$ cat src/lcd_ladder_cfg.svh
// register map, field positions, reset values and period counts
`ifndef LCD_LADDER_CFG_SVH
`define LCD_LADDER_CFG_SVH

`define REG_PRESCALE       8'h00
`define REG_CONTROL        8'h01
`define REG_LADDER         8'h02
`define REG_CONTRAST       8'h03
`define REG_REFERENCE      8'h04
`define REG_STATUS         8'h05

`define RESET_BYTE         8'h00
`define LADDER_MASK        8'hf7
`define PRESCALE_MASK      8'h0f
`define CONTRAST_MASK      8'h07
`define REFERENCE_MASK     8'ha0

`define CTL_ACTIVE         0
`define CTL_HALF           1
`define CTL_STATIC         2
`define CTL_WAVE           3
`define CTL_REF_SRC        4

`define LAD_A_HI           7
`define LAD_A_LO           6
`define LAD_B_HI           5
`define LAD_B_LO           4
`define LAD_DUR_HI         2
`define LAD_DUR_LO         0

`define REF_ENABLE         7
`define REF_IDLE           5

`define TYPE_A_LAST        5'h0f
`define TYPE_B_LAST        5'h1f

`endif

$ cat src/lcd_ladder_pkg.sv
// types shared by the ladder sequencer files
package lcd_ladder_pkg;

	typedef enum logic [1:0] {pwr_off, pwr_low, pwr_medium, pwr_high}
		power_level_type;

	typedef enum logic {interval_a, interval_b} interval_type;

	typedef struct packed {
		logic [7:0] addr;
		logic [7:0] wdata;
		logic       wr;
		logic       rd;
	} reg_req_type;

	typedef struct packed {
		power_level_type power;
		logic            connected;
		logic            mid_short;
		logic            mid_taps_used;
	} ladder_switch_type;

	typedef struct packed {
		logic       open_ladder;
		logic [6:0] taps;
	} contrast_type;

	typedef struct packed {
		logic enable;
		logic from_fixed_ref;
		logic from_io;
		logic ref_buffer_en;
		logic fixed_ref_request;
	} reference_type;

endpackage

$ cat src/lcd_ladder_power_sequencer.sv
// lcd prescaler, bias ladder power sequencing and reference gating
// What this block does
// - frame prescaler is a four-bit counter
// - prescaler count is neither readable nor writable
// - division ratios from 1:1 to 1:16
// - static, half and third bias selectable
// - half bias shorts middle ladder resistor
// - inactive display forces ladder off
// - disabled ladder disconnects every section
// - interval A after transition, then B
// - A power field picks ladder level
// - B power field picks ladder level
// - A duration counts 32 kHz clocks
// - type A: n of A, 16-n of B
// - type B: n of A, 32-n of B
// - timing from five-bit 32 kHz prescaler
// - seven-tap contrast ladder, 111 is maximum
// - inactive display opens contrast ladder
// - inactive display turns reference off
// - reference sourced from supply or fixed reference
// - no reference disables contrast control
// - idle enable drops buffer during interval B
// - fixed reference requested automatically when needed
// - idle clear keeps buffer independent of interval
`timescale 1ns/1ps
`include "lcd_ladder_cfg.svh"
module lcd_ladder_power_sequencer
	import lcd_ladder_pkg::*;
(
	input  wire logic              core_clk_i,
	input  wire logic              rst_i,
	input  wire reg_req_type       req_i,
	output logic       [7:0]       rdata_o,
	input  wire logic              tick_32k_i,
	input  wire logic              seg_change_i,
	output logic                   base_tick_o,
	output logic                   frame_tick_o,
	output ladder_switch_type      ladder_o,
	output contrast_type           contrast_o,
	output reference_type          reference_o
);

	logic [7:0]        frame_prescale_register;
	logic [7:0]        control;
	logic [7:0]        reference_ladder_control;
	logic [7:0]        contrast_reg;
	logic [7:0]        reference_reg;
	logic [4:0]        phase_count;
	logic [4:0]        period_last;
	logic [3:0]        frame_count;
	logic              base_wrap;
	logic              transition;
	logic [6:0]        tap_therm;
	interval_type      cur_interval;
	power_level_type   next_power;
	ladder_switch_type next_ladder;
	contrast_type      next_contrast;
	reference_type     next_reference;
	logic [7:0]        next_rdata;

	logic              display_module_active;
	logic              half_bias_select;
	logic              static_bias_select;
	logic              waveform_type_select;
	logic              fixed_ref_select;
	logic [1:0]        ladder_a_power_level;
	logic [1:0]        ladder_b_power_level;
	logic [2:0]        ladder_a_duration;
	logic [2:0]        contrast_tap_select;
	logic              ref_enable_req;
	logic              reference_idle_enable;
	logic              ref_live;

	assign display_module_active = control[`CTL_ACTIVE];
	assign half_bias_select      = control[`CTL_HALF];
	assign static_bias_select    = control[`CTL_STATIC];
	assign waveform_type_select  = control[`CTL_WAVE];
	assign fixed_ref_select      = control[`CTL_REF_SRC];
	assign ladder_a_power_level  =
		reference_ladder_control[`LAD_A_HI:`LAD_A_LO];
	assign ladder_b_power_level  =
		reference_ladder_control[`LAD_B_HI:`LAD_B_LO];
	assign ladder_a_duration     =
		reference_ladder_control[`LAD_DUR_HI:`LAD_DUR_LO];
	assign contrast_tap_select   = contrast_reg[2:0];
	assign ref_enable_req        = reference_reg[`REF_ENABLE];
	assign reference_idle_enable = reference_reg[`REF_IDLE];

	// register writes; the prescaler counter itself has no address
	// select field only
	always_ff @(posedge core_clk_i)
	begin
		if (rst_i)
			frame_prescale_register <= `RESET_BYTE;
		else if (req_i.wr && req_i.addr == `REG_PRESCALE)
			frame_prescale_register <= req_i.wdata & `PRESCALE_MASK;
	end

	always_ff @(posedge core_clk_i)
	begin
		if (rst_i)
			control <= `RESET_BYTE;
		else if (req_i.wr && req_i.addr == `REG_CONTROL)
			control <= {3'h0, req_i.wdata[4:0]};
	end

	always_ff @(posedge core_clk_i)
	begin
		if (rst_i)
			reference_ladder_control <= `RESET_BYTE;
		else if (req_i.wr && req_i.addr == `REG_LADDER)
			reference_ladder_control <= req_i.wdata & `LADDER_MASK;
	end

	always_ff @(posedge core_clk_i)
	begin
		if (rst_i)
			contrast_reg <= `RESET_BYTE;
		else if (req_i.wr && req_i.addr == `REG_CONTRAST)
			contrast_reg <= req_i.wdata & `CONTRAST_MASK;
	end

	always_ff @(posedge core_clk_i)
	begin
		if (rst_i)
			reference_reg <= `RESET_BYTE;
		else if (req_i.wr && req_i.addr == `REG_REFERENCE)
			reference_reg <= req_i.wdata & `REFERENCE_MASK;
	end

	// read data stand in the cycle after the strobe only
	always_comb
	begin
		next_rdata = 8'h00;
		if (req_i.rd)
		begin
			case (req_i.addr)
				`REG_PRESCALE:  next_rdata = frame_prescale_register;
				`REG_CONTROL:   next_rdata = control;
				`REG_LADDER:    next_rdata = reference_ladder_control;
				`REG_CONTRAST:  next_rdata = contrast_reg;
				`REG_REFERENCE: next_rdata = reference_reg;
				`REG_STATUS:    next_rdata = {2'h0,
					reference_o.ref_buffer_en, reference_o.enable,
					contrast_o.open_ladder, ladder_o.power,
					(cur_interval == interval_a)};
				default:        next_rdata = 8'h00;
			endcase
		end
	end

	always_ff @(posedge core_clk_i)
	begin
		if (rst_i)
			rdata_o <= 8'h00;
		else
			rdata_o <= next_rdata;
	end

	assign period_last = waveform_type_select ? `TYPE_B_LAST
		: `TYPE_A_LAST;

	tick_divider #(
		.WIDTH(5)
	) u_base_prescaler (
		.core_clk_i(core_clk_i),
		.rst_i     (rst_i),
		.tick_i    (tick_32k_i),
		.restart_i (seg_change_i),
		.last_i    (period_last),
		.count_o   (phase_count),
		.wrap_o    (base_wrap)
	);

	assign transition = base_wrap || seg_change_i;

	// wrap at select gives n+1 division
	tick_divider #(
		.WIDTH(4)
	) u_frame_prescaler (
		.core_clk_i(core_clk_i),
		.rst_i     (rst_i),
		.tick_i    (base_wrap),
		.restart_i (1'b0),
		.last_i    (frame_prescale_register[3:0]),
		.count_o   (frame_count),
		.wrap_o    (frame_tick_o)
	);

	always_ff @(posedge core_clk_i)
	begin
		if (rst_i)
			base_tick_o <= 1'b0;
		else
			base_tick_o <= base_wrap;
	end

	// count n of A clocks, zero means always B
	always_comb
	begin
		if (ladder_a_duration != 3'h0
			&& phase_count < {2'h0, ladder_a_duration})
			cur_interval = interval_a;
		else
			cur_interval = interval_b;
	end

	// level by interval, off when idle
	always_comb
	begin
		if (!display_module_active)
			next_power = pwr_off;
		else if (cur_interval == interval_a)
			next_power = power_level_type'(ladder_a_power_level);
		else
			next_power = power_level_type'(ladder_b_power_level);
	end

	// bias switches, all open when off
	always_comb
	begin
		next_ladder.power         = next_power;
		next_ladder.connected     = (next_power != pwr_off);
		next_ladder.mid_taps_used = next_ladder.connected
			&& !static_bias_select;
		next_ladder.mid_short     = next_ladder.mid_taps_used
			&& half_bias_select;
	end

	assign ref_live = display_module_active && ref_enable_req;

	contrast_tap_decoder u_taps (
		.select_i(contrast_tap_select),
		.taps_o  (tap_therm)
	);

	always_comb
	begin
		next_contrast.open_ladder = !ref_live;
		next_contrast.taps        = ref_live ? tap_therm : 7'h00;
	end

	always_comb
	begin
		next_reference.enable            = ref_live;
		next_reference.from_fixed_ref    = ref_live && fixed_ref_select;
		next_reference.from_io           = ref_live && !fixed_ref_select;
		next_reference.ref_buffer_en     = next_reference.from_fixed_ref
			&& !(reference_idle_enable
			&& cur_interval == interval_b);
		next_reference.fixed_ref_request = next_reference.ref_buffer_en;
	end

	// outputs from flip-flops so the analog switches never glitch
	always_ff @(posedge core_clk_i)
	begin
		if (rst_i)
		begin
			ladder_o    <= '{pwr_off, 1'b0, 1'b0, 1'b0};
			contrast_o  <= '{1'b1, 7'h00};
			reference_o <= '0;
		end
		else
		begin
			ladder_o    <= next_ladder;
			contrast_o  <= next_contrast;
			reference_o <= next_reference;
		end
	end
endmodule

$ cat src/tick_divider.sv
// wrapping tick counter with restart, used for both prescalers
`timescale 1ns/1ps
module tick_divider #(
	parameter int WIDTH = 4
) (
	input  wire logic             core_clk_i,
	input  wire logic             rst_i,
	input  wire logic             tick_i,
	input  wire logic             restart_i,
	input  wire logic [WIDTH-1:0] last_i,
	output logic      [WIDTH-1:0] count_o,
	output logic                  wrap_o
);

	always_ff @(posedge core_clk_i)
	begin
		if (rst_i || restart_i)
			count_o <= '0;
		else if (tick_i)
			count_o <= (count_o == last_i) ? '0 : count_o + 1'b1;
	end

	assign wrap_o = tick_i && !restart_i && (count_o == last_i);

endmodule

$ cat src/contrast_tap_decoder.sv
// contrast select to seven-tap thermometer of inserted resistors
`timescale 1ns/1ps
module contrast_tap_decoder (
	input  wire logic [2:0] select_i,
	output logic      [6:0] taps_o
);

	always_comb
	begin
		for (int k = 0; k < 7; k++)
			taps_o[k] = (3'(k) < select_i);
	end

endmodule

$ cat config.mk
export PLATFORM = sky130hd
export DESIGN_NAME = lcd_ladder_power_sequencer
export DESIGN_NICKNAME = d
export VERILOG_FILES = /design/src/lcd_ladder_pkg.sv /design/src/lcd_ladder_power_sequencer.sv /design/src/tick_divider.sv /design/src/contrast_tap_decoder.sv
export VERILOG_INCLUDE_DIRS = /design/src
export SDC_FILE = /design/constraint.sdc
export NUM_CORES = 1
export LEC_CHECK = 0
export BUFFER_PORTS_ARGS = -buffer_cell sky130_fd_sc_hd__buf_2
export CELL_PAD_IN_SITES_DETAIL_PLACEMENT = 1
export CELL_PAD_IN_SITES_GLOBAL_PLACEMENT = 1
export CORE_MARGIN = 3
export CORE_UTILIZATION = 39
export DETAILED_ROUTE_END_ITERATION = 16
export GPL_TIMING_DRIVEN = 0
export PLACE_DENSITY = 0.72
export REMOVE_ABC_BUFFERS = 1
export SYNTH_ARGS = -nofsm -noshare
export SYNTH_HDL_FRONTEND = slang
export SYNTH_SLANG_ARGS = --single-unit
$ cat constraint.sdc
create_clock -name core_clk_i -period 5.3 [get_ports core_clk_i]
set_clock_uncertainty 0.1 [all_clocks]
set_input_delay 1.06 -clock core_clk_i [delete_from_list [all_inputs] [get_ports core_clk_i]]
set_output_delay 1.06 -clock core_clk_i [all_outputs]
set_load 0.005 [all_outputs]
==> results of run 1 <==
## critical path, delay by kind of cell
family                 cells  cell delay (ns)
AND/OR/NAND/NOR            3             0.49
buffers and inverters      2             0.27
## per-layer routing
metal	vias to the layer above	part of all wire, %
li1	936	-
met1	905	46
met2	38	47
met3	5	5.2
met4	0	1.5
met5	-	0
## logic make-up (layout without fill, tap and decap cells)
kind of cell	count (synthesis)	after routing	synth area share [%]
muxes	29	29	13.6
adders and majority gates	4	4	2.12
AOI/OAI and AO/OA	23	23	6.52
DFF	56	56	47.5
and+or+nand+nor	105	105	24.3
xor gates and xnor gates	8	8	2.97
buffers and inverters	16	63	3.02
## layout by cell type, fill, tap and decap left out, types with 5 or more instances in the layout
master	instances
inv_1	6
a21oi_1	7
dfxtp_1	56
nand2_1	12
clkbuf_8	5
mux2i_1	23
xnor2_1	6
nand3_1	6
buf_2	49
nor2_1	45
nor3_1	9
nand2b_1	8
## stage by stage
stage               hold WS, ns  utilization (%)  worst slack, ns
floorplan                 0.318                -             2.62
global placement          0.364             46.6             2.28
detailed placement        0.371             46.6             2.26
CTS                       0.386             48.5             2.32
global route              0.417             48.5             2.24
finish                    0.376             48.5             2.33
## cell type report
class	instances	area, um^2	area share, %
flip-flops and latches	56	1120	40.7
inverters	6	22.5	0.818
clock inverters	2	35.0	1.27
clock buffers	6	72.6	2.64
well taps	72	90.1	3.27
repair buffers	49	245	8.91
multi-input cells	169	1170	42.4
## worst min-delay path by stage
| stage | from | to | slack [ns] | cells past startpoint |
|---|---|---|---|---|
| 2_1_floorplan | control[4]$_SDFFE_PP0P_ | reference_o[2]$_SDFF_PP0_ | 0.32 | 1 |
| 3_3_place_gp | reference_reg[5]$_SDFFE_PP0P_ | reference_o[0]$_SDFF_PP0_ | 0.36 | 1 |
| 3_5_place_dp | reference_reg[5]$_SDFFE_PP0P_ | reference_o[0]$_SDFF_PP0_ | 0.37 | 1 |
| 4_1_cts | reference_reg[5]$_SDFFE_PP0P_ | reference_o[0]$_SDFF_PP0_ | 0.39 | 1 |
| 5_1_grt | reference_reg[5]$_SDFFE_PP0P_ | reference_o[0]$_SDFF_PP0_ | 0.42 | 1 |
| 6_report | reference_reg[5]$_SDFFE_PP0P_ | reference_o[0]$_SDFF_PP0_ | 0.38 | 1 |
## power groups by stage
stage	registers (mW)	clock network (mW)	logic, mW
6_report	0.422	0.276	0.0343
3_5_place_dp	0.432	0	0.0346
2_1_floorplan	0.432	0	0.0125
4_1_cts	0.422	0.286	0.0347
3_3_place_gp	0.432	0	0.0339
5_1_grt	0.422	0.304	0.0382
==> impl_metrics.ini, run 1 <==
[outcome]
outcome = finished, final reports clean

[synthesis]
synth_warnings = 0
synth_area_leaders = dfxtp_1 48%, mux2i_1 9.8%, nor2_1 7.2%
synthArstFlopShare_pct = 0
yosysTopAreaCell = dfxtp_1
syn_area_mm2 = 0.00236
synth-seq-cells = 56
synth_common_cells = 56 x dfxtp_1, 45 x nor2_1, 23 x mux2i_1
avgSynthCellArea_um2 = 9.79
yosysMostFrequentCell = dfxtp_1
synth-main-ff-cell = dfxtp_1
yosysTopAreaCellShare_pct = 47.5
synthCells = 241
synthDistinctLibCells = 45
synth-edff-count = 0
synth-seq-area-share_pct = 47.5

[hold_path]
hold_class = reg2reg

[power_and_ir_drop]
ir_drop_mv = 0.123
power.leakage_nw = 1.08
pwr-share-clk_pct = 37.7
switching_share_pct = 21.5
internal-power_uw = 574
combPwrFrac_pct = 4.7
power.total_uw = 732
pwr-share-seq_pct = 57.6
p_per_area_mw_per_mm2 = 266
p_switching_uw = 158

[critical_path]
reg2reg_depth = 6
slowest_stage = and4_1
worstPathRequired_ns = 4.14
max_stage_delay_ns = 0.20
crit_path_start_kind = input pin
r2r_setup_slack_ns = 3.04
cp_max_fo = 6
path_cells = buf_2, and4_1, nand3b_1, nor2_1, buf_2
end_kind = output port
worstSetupStartpoint = tick_32k_i
crit-reg2reg-capture = ladder_o[1]$_SDFF_PP0_
crit_end = frame_tick_o
arrival_ns = 1.81
worst-setup-path-type = in2out
cpMostUsedCell = buf_2
r2r_start = reference_ladder_control[1]$_SDFFE_PP0P_

[clock_tree]
cts_resized = 0
cts_setup_buffers = 0
cts_tree = yes
cts_inserted_buffers = 5
clock_sinks = 56
htreeDepth = 2
cts_hold_buf = 0
insertion_delay_ns = 0.31
root_buffer = clkbuf_8
clkSlewWorstSetupHoldPaths_ns = 0.10
max-clock-path-buffers = 2

[global_routing]
grt_pass1_vias = 1906
grt_pass1_wl_um = 9470
gr-usage-met2_pct = 27.5
grtUsageMet3_pct = 3.36
antenna_found_initial = 0
grt_use_total_pct = 16.8
grt_use_met1_pct = 22.0
top_usage_layer = met2
grt_overflow_total = 0
grt_max_degree = 35

[place]
placed_cell_area_mm2 = 0.00265
gp_congestion = 0.749
place_inst = 352
io_buffer_count = 49
place_hpwl_um = 4190

[cells_and_area]
diodes = 0
fin_cells = 360
fillers = 685
final_area_mm2 = 0.00275
largestRegisters = contrast_o: 8 flops, rdata_o: 8 flops, reference_ladder_control: 7 flops
areaGrowthSynthToFinish_pct = 16.7
nets = 313
drive_above_1_share_pct = 23.3

[route]
ant_nets = 0
routedWlPerCell_um = 15.3
drtIter0Drc = 46
vias_per_cell = 5.23
dr.pass1.iters = 4
drt_wl_total_um = 5520
drc = 0
num_vias = 1884

[sta]
rsz0062_at_grt = false
fin_setup_tns_ns = 0
slew_violations = 0
fin_crit_sh_pct = 56.1
slew_headroom_pct = 53.5
worst_slew_pin_slew_ns = 0.692
hold_viol_final = 0
fmaxAchievable_mhz = 336
fin_crit_ns = 2.97
setup_violations = 0

[floorplanning]
die_y_um = 83.8
start_util_pct = 41.6
core_area_mm2 = 0.00568
die_x_um = 83.8
ios = 50
dieArea_mm2 = 0.00702
row_count = 27

[run]
cap_violations = 0
Note: power is estimated with default switching activity, not from simulation.
==> run 2: changes to the inputs <==
ABC_AREA = 1   (was default)
PLACE_DENSITY = 0.76   (was 0.72)
clock period = 3 ns   (was 5.3 ns; I/O delays follow)
==> run 2 against run 1 <==
  * Die area grew 2.2%
  * Critical path type is now reg2out
  * Sequential power grew 77%
  * Routed wire length is 11% higher
  * Synthesized cell count rose by 32%
  * Register-to-register slack got worse by 1.9 ns
  * Global-route usage is 1.4 points higher
  * Power rose by 71%
  * Sequential cell count unchanged
  * Critical path depth up 3
  * Area after synthesis up 2.4%
  * Clock power rose by 59%
  * Final cell count is 23% higher
==> impl_metrics.ini, run 2 <==
[cells_and_area]
drive_above_1_share_pct = 19.9
largestRegisters = contrast_o: 8 flops, rdata_o: 8 flops, reference_ladder_control: 7 flops
areaGrowthSynthToFinish_pct = 15.7
diodes = 0
fillers = 784
final_common_cell = dfxtp_1
layout_common_cells = 56 x dfxtp_1, 53 x nand2_1, 49 x buf_2
nets = 392

[floorplanning]
start_util_pct = 40.6
row_count = 28
die_x_um = 84.7
dieArea_mm2 = 0.00718
core_area_mm2 = 0.00596
ios = 50
die_y_um = 84.7

[synthesis]
yosysTopAreaCell = dfxtp_1
syn_area_mm2 = 0.00242
synth-seq-area-share_pct = 46.4
synth_area_leaders = dfxtp_1 46%, nand2_1 8.2%, inv_1 6.8%
avgSynthCellArea_um2 = 7.60
synthArstFlopShare_pct = 0
synth-seq-cells = 56
synth-main-ff-cell = dfxtp_1
synth-edff-count = 0
yosysMostFrequentCell = dfxtp_1
synth_common_cells = 56 x dfxtp_1, 53 x nand2_1, 44 x inv_1
yosysTopAreaCellShare_pct = 46.4
synthDistinctLibCells = 34
synth_warnings = 0
synthCells = 318

[clock_tree]
htreeDepth = 2
cts_setup_buffers = 0
clock_sinks = 56
max-clock-path-buffers = 2
cts_inserted_buffers = 5
cts_tree = yes
clkSlewWorstSetupHoldPaths_ns = 0.10
insertion_delay_ns = 0.31
root_buffer = clkbuf_8
cts_resized = 0
cts_hold_buf = 0

[hold_path]
hold_class = reg2reg
hold_start = control[1]$_SDFFE_PP0P_

[global_routing]
grt_max_degree = 22
antenna_found_initial = 0
grt_pass1_vias = 2251
grt_overflow_total = 0
grt_pass1_wl_um = 10600
grt_use_total_pct = 18.2

[outcome]
outcome = finished, final reports clean

[route]
drc = 0
drtIter0Drc = 62
vias_per_cell = 4.91
ant_nets = 0
dr.pass1.iters = 4
num_vias = 2171
drt_wl_total_um = 6110
routedWlPerCell_um = 13.8

[sta]
rsz0062_at_grt = false
fin_setup_tns_ns = 0
fmaxAchievable_mhz = 420
fin_crit_ns = 2.38
fin_crit_sh_pct = 79.3
worst_slew_pin_slew_ns = 0.613
slew_headroom_pct = 59.1
hold_viol_final = 0
setup_ws_ns = 0.621
setup_violations = 0
slew_violations = 0

[critical_path]
end_kind = output port
r2r_start = reference_ladder_control[2]$_SDFFE_PP0P_
worstSetupStartpoint = u_base_prescaler.count_o[1]$_SDFFE_PP0P_
crit_path_start_kind = flop
worstPathRequired_ns = 2.30
arrival_ns = 1.68
cp_max_fo = 7
worst-setup-path-type = reg2out

[run]
cap_violations = 0

[place]
gp_congestion = 0.825
place_hpwl_um = 4780
io_buffer_count = 49
pre_cts_ws_ns = 0.749

[power_and_ir_drop]
power.leakage_nw = 1.30
ir_drop_mv = 0.189
p_per_area_mw_per_mm2 = 447
power.total_mw = 1.25
run 2: changes by cell type after synthesis, moves of 6 or more:
cell      delta
a21oi_1     +19
clkbuf_1     -6
inv_1       +38
mux2i_1     -23
nand2_1     +41
nand2b_1     -8
nand3_1     +18
nor2_1      -10
o21ai_0     +18
run 2: logic make-up after synthesis:
group                      share of synthesized area, %
adders and majority gates                          2.07
AOI/OAI and AO/OA                                  12.4
xor gates and xnor gates                           1.81
buffers and inverters                              9.79
and+or+nand+nor                                    27.5
DFF                                                46.4
run 2: through the flow:
stage,instances,hold WS [ns],instance area [um^2],utilization [%]
after floorplan,310,0.313,2360,-
after global placement,434,0.350,2700,45.3
after detailed placement,434,0.355,2700,45.3
after CTS,442,0.371,2800,46.9
after global routing,442,0.399,2800,46.9
final,442,0.368,2800,46.9
run 2: report_power, final:
part / switching (mW) / leakage [nW] / total, mW / internal (mW)
clock: 0.249 / 0.0516 / 0.438 / 0.189
combinational: 0.0436 / 0.793 / 0.0638 / 0.0203
sequential: 0.00188 / 0.451 / 0.746 / 0.745
run 2: area by class of cell:
type | count | area [um^2] | share of cell area [%]
clock buffers | 6 | 82.6 | 2.95
flip-flops and latches | 56 | 1120 | 40.1
repair buffers | 49 | 245 | 8.77
clock inverters | 2 | 13.8 | 0.492
well taps | 75 | 93.8 | 3.36
inverters | 48 | 180 | 6.45
multi-input cells | 206 | 1060 | 37.9
run 2: worst max-delay path: stages, from the launching register on:
cell     delay (ns)
dfxtp_1        0.41
ha_1           0.20
nand3_1        0.08
nor2_1         0.10
nand3_1        0.12
inv_1          0.09
nand2_1        0.15
nor2_1         0.12
buf_2          0.12
run 2: path summary, 6_finish.rpt:
| check | endpoint | slack, ns | depth (start not counted) |
|---|---|---|---|
| worst max register to register | ladder_o[0]$_SDFF_PP0_ | 1.16 | 10 |
| worst min register to register | ladder_o[1]$_SDFF_PP0_ | 0.37 | 2 |
| worst max-delay path | frame_tick_o | 0.62 | 8 |
| worst min-delay path | ladder_o[1]$_SDFF_PP0_ | 0.37 | 2 |
run 2: routing by layer:
layer | track usage [%] | share of wire (%) | vias to the layer above | routed length, um
li1 | - | - | 1127 | -
met1 | 22.1 | 45 | 989 | 2770
met2 | 32.0 | 49 | 45 | 2980
met3 | 4.02 | 4.1 | 10 | 251
met4 | 5.61 | 1.7 | 0 | 105
met5 | 0 | 0 | - | 0
